--- src/rtl/msdc_pkg.sv ---
// Constants, field layouts and types shared by the field sensor signal chain.
// Function
// - Once lock is active, every later write attempt to the configuration is refused.
// - While unlocked, configuration registers, including the transfer curve, accept writes.
// - A valid accepted command performs its read or write, then replies on the pin.
// - The measurement output stays released during any programming communication.
// - With no command activity and supply good, the chosen PWM or Biphase-M runs.
// - Commands are honoured only while this sensor is selected through its pin.
// - Signal processing takes every parameter from the stored configuration registers only.
// - Samples are low-pass filtered, then scaled by gain, temperature terms and offset.
// - Thirty-two equally spaced curve points, linear interpolation between neighbours.
// - Offset gives the zero-field output; the gain factor sets magnetic sensitivity.
// - After locking, the part identifier is delivered only in Biphase-M mode.
// - Factory trim is fixed and read-only to the user.
// - The processed field value is readable, ranging from 0 to 4095.
// - Mode word bits two to zero select the converter field range.
// - Above range: three filter bits, three protocol bits, three period bits on top.
// - Range codes decode to 30,75,90,150,40,60,80,100 millitesla for codes 0 to 7.
// - Filter codes 0 to 4 give 80 Hz, 160 Hz, 500 Hz, 1 kHz, 2 kHz.
// - Protocol 2 is PWM, 4 is Biphase-M after lock, 5 test Biphase-M.
// - PWM period halves from 128 ms at code 0 to 1 ms at code 7.
// - Biphase-M toggles at each bit boundary, and mid-bit for a one only; the encoder makes that toggle at five eighths of the bit.
package msdc_pkg;

	// ****************************************************************
	// Timing
	// ****************************************************************
	localparam int CLK_HZ           = 25_000_000;
	localparam int BIT_TIME_NS      = 40_000;
	localparam int BIT_CYC          = (CLK_HZ / 1_000_000) * BIT_TIME_NS / 1000;
	localparam int BIT_MID_CYC      = (BIT_CYC * 5) / 8;
	localparam int PWM_MIN_PER_US   = 1000;
	localparam int PWM_MIN_CYC      = (CLK_HZ / 1_000_000) * PWM_MIN_PER_US;

	// ****************************************************************
	// Register addresses of the programming interface
	// ****************************************************************
	localparam logic [5:0] ADDR_MODE     = 6'h00;
	localparam logic [5:0] ADDR_SLOPE    = 6'h01;
	localparam logic [5:0] ADDR_SHIFT    = 6'h02;
	localparam logic [5:0] ADDR_TCL      = 6'h03;
	localparam logic [5:0] ADDR_TCQ      = 6'h04;
	localparam logic [5:0] ADDR_PART_ID  = 6'h05;
	localparam logic [5:0] ADDR_LOCK     = 6'h06;
	localparam logic [5:0] ADDR_DIG_OUT  = 6'h07;
	localparam logic [5:0] ADDR_TRIM     = 6'h08;
	localparam logic [5:0] ADDR_CURVE    = 6'h20;

	// ****************************************************************
	// Mode word layout and codes
	// ****************************************************************
	localparam int RANGE_LSB  = 0;
	localparam int FILTER_LSB = 3;
	localparam int FORMAT_LSB = 6;
	localparam int PERIOD_LSB = 9;
	localparam logic [2:0] FMT_PWM      = 3'h2;
	localparam logic [2:0] FMT_BPM      = 3'h4;
	localparam logic [2:0] FMT_BPM_TEST = 3'h5;

	// ****************************************************************
	// Reset values, reply codes and reference temperature
	// ****************************************************************
	localparam logic [11:0] MODE_RST  = 12'h080;
	localparam logic [13:0] SLOPE_RST = 14'h0800;
	localparam logic [15:0] REPLY_NAK = 16'hdead;
	localparam logic [11:0] DIG_MID   = 12'h800;
	localparam logic signed [7:0] TEMP_REF = 8'sh19;

	// Reply sequencer states.
	typedef enum logic [2:0] {
		MSDC_IDLE  = 3'b001,
		MSDC_BUSY  = 3'b010,
		MSDC_REPLY = 3'b100
	} msdc_state_t;

endpackage

--- src/rtl/msdc_lpf.sv ---
// First-order digital low-pass filter with a selectable corner.
`timescale 1ns/1ps
`default_nettype none
module msdc_lpf
	import msdc_pkg::*;
(
	// Clock and reset.
	input  wire logic               clk_sys_i,
	input  wire logic               rst_i,
	// Sample stream.
	input  wire logic               x_valid_i,
	input  wire logic signed [15:0] x_i,
	input  wire logic        [2:0]  sel_i,
	output logic                    y_valid_o,
	output logic signed [15:0]      y_o
);

	logic signed [23:0] acc_r;
	logic signed [24:0] diff;
	logic        [2:0]  k;

	// Each step of the corner code roughly doubles the bandwidth; codes above 4 stay at 2 kHz.
	always_comb begin
		case (sel_i)
			3'h0:    k = 3'h6;
			3'h1:    k = 3'h5;
			3'h2:    k = 3'h4;
			3'h3:    k = 3'h3;
			default: k = 3'h2;
		endcase
		diff = 25'(signed'({x_i, 8'h00})) - 25'(acc_r);
	end

	// Eight guard bits keep small steps from being lost at the slow corners.
	always_ff @(posedge clk_sys_i) begin
		if (rst_i) begin
			acc_r     <= '0;
			y_valid_o <= 1'b0;
		end else begin
			y_valid_o <= x_valid_i;
			if (x_valid_i) begin
				acc_r <= acc_r + 24'(diff >>> k);
			end
		end
	end

	assign y_o = acc_r[23:8];

endmodule
`default_nettype wire

--- src/rtl/msdc_outenc.sv ---
// Output line encoder: PWM or Biphase-M words.
`timescale 1ns/1ps
`default_nettype none
module msdc_outenc
	import msdc_pkg::*;
#(
	parameter int P_PWM_MIN_CYC = PWM_MIN_CYC
) (
	// Clock and reset.
	input  wire logic        clk_sys_i,
	input  wire logic        rst_i,
	// Control.
	input  wire logic        en_i,
	input  wire logic        bpm_i,
	input  wire logic [2:0]  period_sel_i,
	input  wire logic [8:0]  duty_i,
	input  wire logic [15:0] word_i,
	// Line and word handshake.
	output logic             line_o,
	output logic             word_take_o
);

	logic [21:0] cnt_r;
	logic [3:0]  bit_idx_r;
	logic [15:0] sh_r;
	logic        started_r;
	logic [21:0] per;
	logic [30:0] hi_prod;

	// PWM period doubles per code step below 7; the high time scales with a 9-bit duty.
	always_comb begin
		per     = 22'(P_PWM_MIN_CYC) << (3'd7 - period_sel_i);
		hi_prod = 31'(per) * 31'(duty_i);
	end

	// One counter serves both formats; dropping en_i restarts cleanly with a released line.
	always_ff @(posedge clk_sys_i) begin
		if (rst_i || !en_i) begin
			cnt_r       <= '0;
			bit_idx_r   <= '0;
			sh_r        <= '0;
			started_r   <= 1'b0;
			line_o      <= 1'b1;
			word_take_o <= 1'b0;
		end else if (!bpm_i) begin
			word_take_o <= 1'b0;
			cnt_r       <= (cnt_r >= per - 22'd1) ? 22'd0 : cnt_r + 22'd1;
			line_o      <= (cnt_r < hi_prod[30:9]);
		end else if (!started_r) begin
			started_r   <= 1'b1;
			sh_r        <= word_i;
			bit_idx_r   <= '0;
			cnt_r       <= '0;
			word_take_o <= 1'b1;
			line_o      <= ~line_o;
		end else begin
			word_take_o <= 1'b0;
			if (cnt_r == 22'(BIT_CYC - 1)) begin
				cnt_r  <= '0;
				line_o <= ~line_o;
				if (bit_idx_r == 4'hf) begin
					sh_r        <= word_i;
					word_take_o <= 1'b1;
				end else begin
					sh_r <= {sh_r[14:0], 1'b0};
				end
				bit_idx_r <= bit_idx_r + 4'h1;
			end else begin
				cnt_r <= cnt_r + 22'd1;
				if (cnt_r == 22'(BIT_MID_CYC - 1) && sh_r[15]) begin
					line_o <= ~line_o;
				end
			end
		end
	end

endmodule
`default_nettype wire

--- src/rtl/msdc_top.sv ---
// Field sensor signal chain, configuration store, lock and programming reply.
`timescale 1ns/1ps
`default_nettype none
module msdc_top
	import msdc_pkg::*;
#(
	parameter int          P_PWM_MIN_CYC = PWM_MIN_CYC,
	parameter logic [15:0] P_TRIM        = 16'h5a5a // Arbitrary value.
) (
	// Clock and reset.
	input  wire logic               clk_sys_i,
	input  wire logic               rst_i,
	input  wire logic               power_up_i,
	// Converter samples and die temperature.
	input  wire logic               sample_valid_i,
	input  wire logic signed [15:0] sample_i,
	input  wire logic signed [7:0]  temp_i,
	// Decoded supply-modulation commands.
	input  wire logic               cmd_busy_i,
	input  wire logic               cmd_valid_i,
	input  wire logic               cmd_write_i,
	input  wire logic [5:0]         cmd_addr_i,
	input  wire logic [15:0]        cmd_wdata_i,
	// Pin and supply sense.
	input  wire logic               out_pin_i,
	input  wire logic               supply_ok_i,
	// Open-drain output pin.
	output logic                    out_o,
	output logic                    out_oe_o,
	// Converter setup and status.
	output logic [2:0]              range_sel_o,
	output logic [7:0]              range_mt_o,
	output logic                    lock_active_o
);

	// ****************************************************************
	// Configuration store
	// ****************************************************************
	logic [11:0]        mode_r;
	logic signed [13:0] slope_r;
	logic signed [11:0] shift_r;
	logic signed [9:0]  tcl_r;
	logic signed [7:0]  tcq_r;
	logic [15:0]        part_id_r;
	logic               lock_stored_r;
	logic               lock_active_r;
	logic               test_bpm_r;
	logic [8:0]         curve_r [32];
	logic [11:0]        dig_out_r;

	// Synchronisers for pin and supply sense.
	logic pin_meta_r;
	logic pin_sync_r;
	logic sup_meta_r;
	logic sup_sync_r;

	// Reply sequencing.
	msdc_state_t state_r;
	logic [15:0] reply_r;
	logic        take_seen_r;
	logic        pid_pend_r;

	// Encoder connections.
	logic        enc_line;
	logic        enc_take;
	logic        enc_en;
	logic        enc_bpm;
	logic [15:0] enc_word;
	logic        bpm_on;
	logic        pwm_on;
	logic        meas_en;
	logic        accept;
	logic        wr_ok;
	logic [15:0] rd_data;

	// Mode fields.
	logic [2:0] fmt;
	logic [2:0] per_sel;

	assign fmt     = mode_r[FORMAT_LSB +: 3];
	assign per_sel = mode_r[PERIOD_LSB +: 3];

	// The pin is both output and selection input, so its level is synchronised first.
	always_ff @(posedge clk_sys_i) begin
		if (rst_i) begin
			pin_meta_r <= 1'b1;
			pin_sync_r <= 1'b1;
			sup_meta_r <= 1'b0;
			sup_sync_r <= 1'b0;
		end else begin
			pin_meta_r <= out_pin_i;
			pin_sync_r <= pin_meta_r;
			sup_meta_r <= supply_ok_i;
			sup_sync_r <= sup_meta_r;
		end
	end

	// ****************************************************************
	// Command decode
	// ****************************************************************

	// A sensor is selected while the programmer holds its released pin low.
	assign accept = cmd_valid_i && !pin_sync_r && !lock_active_r;
	assign wr_ok  = accept && cmd_write_i && !lock_active_r;

	// Read multiplexer; unmapped addresses read as zero.
	always_comb begin
		rd_data = 16'h0000;
		if (cmd_addr_i[5]) begin
			rd_data = {7'h00, curve_r[cmd_addr_i[4:0]]};
		end else begin
			case (cmd_addr_i)
				ADDR_MODE:    rd_data = {4'h0, mode_r};
				ADDR_SLOPE:   rd_data = 16'(slope_r);
				ADDR_SHIFT:   rd_data = 16'(shift_r);
				ADDR_TCL:     rd_data = 16'(tcl_r);
				ADDR_TCQ:     rd_data = 16'(tcq_r);
				ADDR_PART_ID: rd_data = part_id_r;
				ADDR_LOCK:    rd_data = {15'h0000, lock_stored_r};
				ADDR_DIG_OUT: rd_data = {4'h0, dig_out_r};
				ADDR_TRIM:    rd_data = P_TRIM;
				default:      rd_data = 16'h0000;
			endcase
		end
	end

	// Register writes; trim and the processed value are never writable.
	always_ff @(posedge clk_sys_i) begin
		if (rst_i) begin
			mode_r    <= MODE_RST;
			slope_r   <= SLOPE_RST;
			shift_r   <= '0;
			tcl_r     <= '0;
			tcq_r     <= '0;
			part_id_r <= '0;
		end else if (wr_ok && !cmd_addr_i[5]) begin
			case (cmd_addr_i)
				ADDR_MODE:    mode_r    <= cmd_wdata_i[11:0];
				ADDR_SLOPE:   slope_r   <= cmd_wdata_i[13:0];
				ADDR_SHIFT:   shift_r   <= cmd_wdata_i[11:0];
				ADDR_TCL:     tcl_r     <= cmd_wdata_i[9:0];
				ADDR_TCQ:     tcq_r     <= cmd_wdata_i[7:0];
				ADDR_PART_ID: part_id_r <= cmd_wdata_i;
				default:      ;
			endcase
		end
	end

	// Curve points carry no reset value; every point must be written before use.
	always_ff @(posedge clk_sys_i) begin
		if (wr_ok && cmd_addr_i[5]) begin
			curve_r[cmd_addr_i[4:0]] <= cmd_wdata_i[8:0];
		end
	end

	// The lock only takes effect at the next power-up and nothing clears it but full reset.
	always_ff @(posedge clk_sys_i) begin
		if (rst_i) begin
			lock_stored_r <= 1'b0;
			lock_active_r <= 1'b0;
		end else begin
			if (wr_ok && cmd_addr_i == ADDR_LOCK && cmd_wdata_i[0]) begin
				lock_stored_r <= 1'b1;
			end
			if (power_up_i && lock_stored_r) begin
				lock_active_r <= 1'b1;
			end
		end
	end

	// Test Biphase-M persists until the next power-up; a write in the power-up cycle still wins.
	always_ff @(posedge clk_sys_i) begin
		if (rst_i) begin
			test_bpm_r <= 1'b0;
		end else if (wr_ok && cmd_addr_i == ADDR_MODE
		             && cmd_wdata_i[FORMAT_LSB +: 3] == FMT_BPM_TEST) begin
			test_bpm_r <= 1'b1;
		end else if (power_up_i) begin
			test_bpm_r <= 1'b0;
		end
	end

	// ****************************************************************
	// Signal chain
	// ****************************************************************
	logic               filt_valid;
	logic signed [15:0] filt;
	logic signed [7:0]  dt;
	logic signed [31:0] gain_eff;
	logic signed [31:0] prod;
	logic signed [31:0] sum;
	logic [11:0]        sat;
	logic               proc_valid_r;
	logic [16:0]        pos;
	logic [4:0]         seg;
	logic [11:0]        frac;
	logic signed [9:0]  p_lo;
	logic signed [9:0]  p_hi;
	logic signed [23:0] step;
	logic signed [10:0] interp;
	logic [8:0]         duty_r;

	msdc_lpf u_lpf (
		.clk_sys_i (clk_sys_i),
		.rst_i     (rst_i),
		.x_valid_i (sample_valid_i),
		.x_i       (sample_i),
		.sel_i     (mode_r[FILTER_LSB +: 3]),
		.y_valid_o (filt_valid),
		.y_o       (filt)
	);

	// Sensitivity follows slope plus linear and quadratic temperature terms, then offset.
	always_comb begin
		dt       = temp_i - TEMP_REF;
		gain_eff = 32'(slope_r) + ((32'(tcl_r) * 32'(dt)) >>> 6)
		         + ((32'(tcq_r) * 32'(dt) * 32'(dt)) >>> 10);
		prod     = (32'(filt) * gain_eff) >>> 11;
		sum      = prod + 32'(shift_r) + 32'(DIG_MID);
		if (sum < 32'sd0) begin
			sat = 12'h000;
		end else if (sum > 32'sd4095) begin
			sat = 12'hfff;
		end else begin
			sat = sum[11:0];
		end
	end

	// Processed value register, updated once per filtered sample.
	always_ff @(posedge clk_sys_i) begin
		if (rst_i) begin
			dig_out_r    <= DIG_MID;
			proc_valid_r <= 1'b0;
		end else begin
			proc_valid_r <= filt_valid;
			if (filt_valid) begin
				dig_out_r <= sat;
			end
		end
	end

	// Scaling by 31 spreads the 32 points evenly so the top segment never reads past the end.
	always_comb begin
		pos    = 17'(dig_out_r) * 17'd31;
		seg    = pos[16:12];
		frac   = pos[11:0];
		p_lo   = 10'({1'b0, curve_r[seg]});
		p_hi   = 10'({1'b0, curve_r[5'(seg + 5'd1)]});
		step   = (24'(p_hi - p_lo) * 24'(signed'({1'b0, frac}))) >>> 12;
		interp = 11'(p_lo) + 11'(step);
	end

	// Duty register; clamped in case a non-monotonic curve overshoots.
	always_ff @(posedge clk_sys_i) begin
		if (rst_i) begin
			duty_r <= '0;
		end else if (proc_valid_r) begin
			if (interp < 11'sd0) begin
				duty_r <= 9'h000;
			end else if (interp > 11'sd511) begin
				duty_r <= 9'h1ff;
			end else begin
				duty_r <= interp[8:0];
			end
		end
	end

	// Converter range code decoded to full scale in millitesla.
	always_ff @(posedge clk_sys_i) begin
		if (rst_i) begin
			range_sel_o <= '0;
			range_mt_o  <= 8'd30;
		end else begin
			range_sel_o <= mode_r[RANGE_LSB +: 3];
			case (mode_r[RANGE_LSB +: 3])
				3'h0:    range_mt_o <= 8'd30;
				3'h1:    range_mt_o <= 8'd75;
				3'h2:    range_mt_o <= 8'd90;
				3'h3:    range_mt_o <= 8'd150;
				3'h4:    range_mt_o <= 8'd40;
				3'h5:    range_mt_o <= 8'd60;
				3'h6:    range_mt_o <= 8'd80;
				default: range_mt_o <= 8'd100;
			endcase
		end
	end

	// ****************************************************************
	// Reply sequencer and output selection
	// ****************************************************************

	// The part identifier goes out first after a locked power-up, and only in Biphase-M.
	assign bpm_on  = (fmt == FMT_BPM && lock_active_r)
	               || (fmt == FMT_BPM_TEST && test_bpm_r);
	assign pwm_on  = (fmt == FMT_PWM);
	assign meas_en = (state_r == MSDC_IDLE) && !cmd_busy_i && !cmd_valid_i
	               && sup_sync_r && (pwm_on || bpm_on);
	assign enc_en  = meas_en || (state_r == MSDC_REPLY);
	assign enc_bpm = (state_r == MSDC_REPLY) || bpm_on;
	assign enc_word = (state_r == MSDC_REPLY) ? reply_r
	                : (pid_pend_r ? part_id_r : {4'h0, dig_out_r});

	// The reply is one Biphase-M word; the encoder's second take marks its end.
	always_ff @(posedge clk_sys_i) begin
		if (rst_i) begin
			state_r     <= MSDC_IDLE;
			reply_r     <= '0;
			take_seen_r <= 1'b0;
		end else begin
			case (state_r)
				MSDC_IDLE, MSDC_BUSY: begin
					take_seen_r <= 1'b0;
					if (accept) begin
						reply_r <= cmd_write_i ? (wr_ok && cmd_addr_i != ADDR_TRIM
						           && cmd_addr_i != ADDR_DIG_OUT ? cmd_wdata_i
						           : REPLY_NAK) : rd_data;
						state_r <= MSDC_REPLY;
					end else if (cmd_busy_i) begin
						state_r <= MSDC_BUSY;
					end else begin
						state_r <= MSDC_IDLE;
					end
				end
				MSDC_REPLY: begin
					if (enc_take) begin
						take_seen_r <= 1'b1;
						if (take_seen_r) begin
							state_r <= MSDC_IDLE;
						end
					end
				end
				default: state_r <= MSDC_IDLE;
			endcase
		end
	end

	// Identifier request is raised at a power-up with the lock stored or active and dropped once its word is taken.
	always_ff @(posedge clk_sys_i) begin
		if (rst_i) begin
			pid_pend_r <= 1'b0;
		end else if (power_up_i && (lock_active_r || lock_stored_r)) begin
			pid_pend_r <= 1'b1;
		end else if (enc_take && state_r != MSDC_REPLY && bpm_on) begin
			pid_pend_r <= 1'b0;
		end
	end

	msdc_outenc #(
		.P_PWM_MIN_CYC (P_PWM_MIN_CYC)
	) u_enc (
		.clk_sys_i    (clk_sys_i),
		.rst_i        (rst_i),
		.en_i         (enc_en),
		.bpm_i        (enc_bpm),
		.period_sel_i (per_sel),
		.duty_i       (duty_r),
		.word_i       (enc_word),
		.line_o       (enc_line),
		.word_take_o  (enc_take)
	);

	// Open drain: a low line level is driven, a high level releases the pin.
	always_ff @(posedge clk_sys_i) begin
		if (rst_i) begin
			out_o         <= 1'b0;
			out_oe_o      <= 1'b0;
			lock_active_o <= 1'b0;
		end else begin
			out_o         <= 1'b0;
			out_oe_o      <= enc_en && !enc_line;
			lock_active_o <= lock_active_r;
		end
	end

endmodule
`default_nettype wire
--- config.mk ---
export PLATFORM = sky130hd
export DESIGN_NAME = msdc_top
export DESIGN_NICKNAME = d
export VERILOG_FILES = /design/src/rtl/msdc_pkg.sv /design/src/rtl/msdc_lpf.sv /design/src/rtl/msdc_outenc.sv /design/src/rtl/msdc_top.sv
export SDC_FILE = /design/constraint.sdc
export NUM_CORES = 2
export LEC_CHECK = 0
export ABC_AREA = 1
export BUFFER_PORTS_ARGS = -buffer_cell sky130_fd_sc_hd__buf_2
export CAP_MARGIN = 10
export CORE_MARGIN = 2
export CORE_UTILIZATION = 37
export CTS_BUF_LIST = sky130_fd_sc_hd__clkbuf_4 sky130_fd_sc_hd__clkbuf_8
export CTS_CLUSTER_SIZE = 30
export DETAILED_ROUTE_END_ITERATION = 10
export PLACE_DENSITY = 0.48
export REMOVE_ABC_BUFFERS = 1
export SLEW_MARGIN = 20
export SYNTH_ARGS = -nofsm -noshare
export SYNTH_HDL_FRONTEND = slang
export SYNTH_HIERARCHICAL = 1
export SYNTH_SLANG_ARGS = --single-unit
export TNS_END_PERCENT = 30
--- constraint.sdc ---
create_clock -name clk_sys_i -period 54.4 [get_ports clk_sys_i]
set_input_delay 2.72 -clock clk_sys_i [delete_from_list [all_inputs] [get_ports clk_sys_i]]
set_output_delay 2.72 -clock clk_sys_i [all_outputs]
set_load 0.03 [all_outputs]
* Word level (Yosys, flattened, before mapping) *
Memory sizes are Yosys's and may differ from the RTL's.
Index checks and enable logic that the tools add are counted.

storage, ports and cells
  register bits = 205
  memory bits (writable) = 288
  input bits = 55
  output and inout bits = 14
  logic and storage cells = 194
  memories kept = 1

operators by class
  add/subtract/negate cells = 14
  multipliers = 7
  order comparisons = 6
  equal/unequal tests = 34
  shifts and indexed selects = 2
  muxes and demuxes = 41
  bitwise logic cells = 2
  reductions and logical operators = 55

memory list
  name     words  width  read ports  clocked after Yosys merged registers in  write ports  RTL line        source
  curve_r  32     9      3           0                                        1            msdc_top.sv:48  logic [8:0] curve_r [32];

operators with widths
  kind                                                                           number
  16-bit one-hot mux with 9 select lines                                         1
  16-bit 2-to-1 mux                                                              8
  22-bit 2-to-1 mux                                                              4
  8-bit one-hot mux with 7 select lines                                          1
  22-bit by 10-bit equality test with 1-bit output, second input constant        2
  16-bit by 16-bit multiplier with 32-bit output                                 1
  22-bit by 9-bit multiplier with 31-bit output                                  1
  25-bit by 3-bit >>> shifter with 24-bit output                                 1
  24-bit by 24-bit subtractor with 25-bit output                                 1
  24-bit adder                                                                   1
  6-bit by 3-bit equality test with 1-bit output, second input constant          4
  1-bit logical AND                                                              24
  16-bit by 8-bit multiplier with 24-bit output                                  1
  12-bit 2-to-1 mux                                                              2
  22-bit by 13-bit adder with 23-bit output, second input constant               1
  23-bit by 13-bit > comparator with 1-bit output, second input constant         1
  23-bit by 1-bit less-than comparator with 1-bit output, second input constant  1
  10-bit by 13-bit multiplier with 23-bit output                                 1
  21-bit by 12-bit adder with 22-bit output                                      1
  22-bit by 1-bit adder with 22-bit output, second input constant                1
  22-bit >= comparator                                                           1
  22-bit less-than comparator                                                    1
  15-bit by 3-bit << shifter with 22-bit output, first input constant            1
  22-bit by 1-bit subtractor with 22-bit output, second input constant           1
  42 further kinds                                                               99

* Longest topological paths before layout *
  depth in word-level cells = 10
  mapped depth = 103
  gate-level depth less buffers = 99

* Modules after synthesis *
The synthesis kept the hierarchy.

modules (own cells, without submodules)
  module       instances  cells each  area each (um^2)  seq. area each (um^2)
  msdc_top     1          6220        49787.8           11350.9
  msdc_outenc  1          1176        8573.2            900.9
  msdc_lpf     1          816         4590.7            500.5

* Least setup slack after synthesis *
Ideal clock, no wire load.

  path kind = input to register
  from = in temp_i[0]
  to = reg dig_out_r[7]
  library setup time = 0.071 ns
  arrival = 19.428 ns
  data required time = 54.329 ns
  path slack = 34.901 ns
  stages on the path = 92
  buffers on the path = 4
  cell sequence = clkbuf_1 inv_1 ha_1 inv_1 or2_2 nand2_1 nor2_1 nor2_1 or2_2 nand2_1 clkinv_1 clkbuf_1 nand2_1 fa_1 fa_1 inv_1 fa_1 fa_1 (+56 left out) o21ai_0 xor2_1 ha_1 ha_1 nand2_1 inv_1 nand2_1 nor3_1 nand4_1 nand3_1 nand2_1 nand2_1 nand2_1 mux2_2 clkbuf_1 nand3_1 nand2_1 a21oi_1

between the ends
  word-level cells in the longest chain between the ends = 10
  elaborated cells between the ends (all ways) = 13
  those cells by class = 5 x add/sub; 4 x mul; 2 x order compare; 2 x mux

RTL lines
  what                                                                                                           RTL line                          source
  start: declaration                                                                                             msdc_top.sv:17                    input wire logic signed [7:0] temp_i,
  8-bit by 6-bit subtractor with 8-bit output *                                                                  msdc_top.sv:215                   dt = temp_i - TEMP_REF;
  8-bit by 8-bit multiplier with 16-bit output or 10-bit by 8-bit multiplier with 18-bit output (tied branches)  msdc_top.sv:217, msdc_top.sv:216
  16-bit by 8-bit multiplier with 24-bit output or 14-bit by 12-bit adder with 15-bit output (tied branches)     msdc_top.sv:217, msdc_top.sv:216
  15-bit by 14-bit adder with 16-bit output *                                                                    msdc_top.sv:217                   + ((32'(tcq_r) * 32'(dt) * 32'(dt)) >>> 10);
  16-bit by 16-bit multiplier with 32-bit output *                                                               msdc_top.sv:218                   prod = (32'(filt) * gain_eff) >>> 11;
  21-bit by 12-bit adder with 22-bit output *                                                                    msdc_top.sv:219                   sum = prod + 32'(shift_r) + 32'(DIG_MID);
  22-bit by 13-bit adder with 23-bit output *                                                                    msdc_top.sv:219
  23-bit by 13-bit > comparator with 1-bit output                                                                msdc_top.sv:222                   end else if (sum > 32'sd4095) begin
  12-bit 2-to-1 mux                                                                                              msdc_top.sv:222
  12-bit 2-to-1 mux *                                                                                            msdc_top.sv:220                   if (sum < 32'sd0) begin
  end signal: assignment                                                                                         msdc_top.sv:237                   dig_out_r <= sat;
  end: declaration                                                                                               msdc_top.sv:49                    logic [11:0] dig_out_r;

Mark *: on every way between the ends. The rest lies on a longest branch, timed or not.
A chain may end at the register's enable or synchronous reset.

* Worst setup path after layout *
  from = in temp_i[0]
  to = reg dig_out_r[8]

Same word-level chain as after synthesis.

==> flow_summary.json <==
{
  "synthTopCellsByCount": "nand2_1, inv_1, nor2_1",
  "max_freq_mhz": 45.1,
  "stdcell_count": 10400,
  "outcome": "complete, no violations",
  "drt_wl_total_um": 221000,
  "critPathSlowestCell": "clkinv_1",
  "drt-wirelength-per-cell_um": 21.2,
  "synth_top_family_by_area": "adder cells",
  "antenna_found_initial": 10,
  "worstSetupPathType": "input pin to register",
  "overflow": 0,
  "synth.top_cell.area_share": 0.232,
  "grt_pass1_vias": 56100,
  "hold_path_class": "register to register",
  "dr.pass1.iters": 6,
  "grt_max_degree": 167,
  "whs_ns": 0.375,
  "worstPathArrival_ns": 22.90,
  "synth_xor_area_frac": 0.0271,
  "ctsResizeCount": 0,
  "maxCapViolations": 0,
  "dp_cells": 10300,
  "vias": 55500,
  "drc": 0,
  "critPathMostFrequentCell": "nand2_1",
  "yosysWarnings": 6,
  "core.rowCount": 151,
  "synth_edf_count": 288,
  "dp_slack_ns": 31.49,
  "rsz0062_at_grt": "false",
  "coreArea_um2": 169000,
  "worst_clock_skew_ns": 0.0926,
  "final_hold_viol_count": 0,
  "cpPeakStageDelay_ns": 0.91,
  "min_period_ns": 22.16,
  "setup_viol": 0,
  "clockBufferDepth": 3,
  "gp_congestion": 0.915,
  "timing.setup.tns_ns": 0,
  "die_w_um": 416,
  "clkSinkCount": 493,
  "synth_adder_area_share": 0.328,
  "endpoint_kind": "register",
  "syn2layout_area_growth_pct": 7.11,
  "yosys.area_share.simple": 0.212,
  "dieArea_um2": 173000,
  "clk_pin_slew_ns": 0.06,
  "slew_headroom": 0.209,
  "synth_area_leaders": "fa_1, edfxtp_1, nand2_1",
  "start_util": 0.372,
  "synth_compound_area_frac": 0.118,
  "cts_root_buf": "clkbuf_8",
  "numPortBuffers": 67,
  "seq_area_frac_synth": 0.203,
  "drtIter0Drc": 4648,
  "async_reset_ff_frac": 0,
  "cts-buffers-inserted": 89,
  "post_cts_buffers": 0,
  "worst_pin_slew_ns": 1.18,
  "grt_pass1_wl_um": 339000,
  "grtUsageTotal": 0.254,
  "via_per_inst": 5.32,
  "boundaryPins": 69,
  "yosys.area.top_type": "fa_1",
  "cp.required_ns": 55.14,
  "clock_latency_ns": 0.81,
  "layout.nets": 9410,
  "ctsHoldBuffers": 0,
  "ys.flop_type": "edfxtp_1",
  "yosysMostFrequentCell": "nand2_1",
  "drive_gt1_frac": 0.0523,
  "dpl.hpwl_um": 167000,
  "cts_tree": "built",
  "postRouteAntennaNets": 0,
  "ys_ff_latch": 493,
  "synth_area_um2": 63000,
  "htree_levels": 3,
  "syn_inst": 8212,
  "crit_fanout": 33,
  "report.final.slew_viol_count": 0,
  "synth_cell_types": 62,
  "muxShareOfSynthArea": 0.000179,
  "die_h_um": 416,
  "min_period_over_period": 0.407,
  "crit_path_start_kind": "input pin",
  "layout_setup_ws_ns": 32.24,
  "syn_area_per_cell_um2": 7.67
}
==> cell type report <==
class                           count  area (um2)
Antenna cell                        9        22.5
Clock buffer                      126        1570
Clock inverter                     32         374
Fill cell                       17800      102000
Inverter                         1524        5720
Multi-Input combinational cell   5881       43200
Sequential cell                   493       12800
Tap cell                         2218        2780
Timing Repair Buffer              152         998
==> worst max-delay path: cells and delay by family <==
family,cells,cell delay [ns]
fa+ha+maj,21,9.42
simple gates,29,4.17
buf+inv,13,2.31
xor+xnor,3,0.98
compound gates,13,3.25
==> path summary, 6_finish.rpt <==
check	startpoint	end	slack, ns	depth (start not counted)
worst min register to register	u_enc/line_o$_SDFFE_PP1P_	out_oe_o$_SDFF_PP0_	0.38	1
worst max register to register	tcq_r[7]$_SDFFE_PP0P_	dig_out_r[8]$_SDFFE_PP0P_	35.77	73
worst min-delay path	u_enc/line_o$_SDFFE_PP1P_	out_oe_o$_SDFF_PP0_	0.38	1
worst max-delay path	temp_i[0]	dig_out_r[8]$_SDFFE_PP0P_	32.24	79
==> kinds of logic (layout without fill, tap and decap cells) <==
| group | count (synthesis) | in the layout |
|---|---|---|
| adder cells (fa/ha/maj) | 1214 | 1214 |
| XOR/XNOR | 188 | 188 |
| flip-flops | 493 | 493 |
| AO/OA/AOI/OAI | 1271 | 1271 |
| other | 1 | 10 |
| multiplexers | 1 | 1 |
| buffers and inverters | 1838 | 1834 |
| AND/OR/NAND/NOR | 3206 | 3206 |
==> routing by layer <==
metal,part of all wire,GRT usage,vias to the layer above
met1,0.44,0.347,27300
li1,-,-,26100
met5,0,0,-
met4,0.032,0.0824,0
met3,0.057,0.0267,343
met2,0.47,0.420,1781
==> layout by cell type (no fill, tap or decap), types with 15 or more instances in the layout <==
master	instances
nand2_1	1683
inv_1	1488
nor2_1	730
fa_1	729
nand3_1	578
ha_1	484
a21oi_1	460
o21ai_0	378
edfxtp_1	288
dfxtp_1	205
o211ai_1	125
xor2_1	101
clkbuf_8	99
a22oi_1	86
buf_4	83
xnor2_1	81
buf_2	67
nand4_1	52
nor3_1	40
a31oi_1	40
a221oi_1	31
clkinv_1	28
nor2_2	28
clkbuf_4	27
or2_2	26
o22ai_1	22
o21ai_1	21
inv_2	20
o21bai_1	19
a21o_1	17
nor4_1	16
o2111ai_1	15
==> flip-flops by register name (all words and copies together) (netlist names), 14 cells and up <==
| register | count |
|---|---|
| reply_r | 16 |
| part_id_r | 16 |
| u_lpf/acc_r | 24 |
| curve_r | 288 |
| slope_r | 14 |
| u_enc/sh_r | 16 |
| u_enc/cnt_r | 22 |
==> metrics by stage <==
stage               utilization  instance area, um2
finish                    0.398               67400
global route              0.398               67400
CTS                       0.398               67400
detailed placement        0.387               65500
global placement          0.387               65400
floorplan                     -               61600
Power is not shown: default switching activity piles up to over one toggle a cycle in this logic, so the estimate is an artifact.
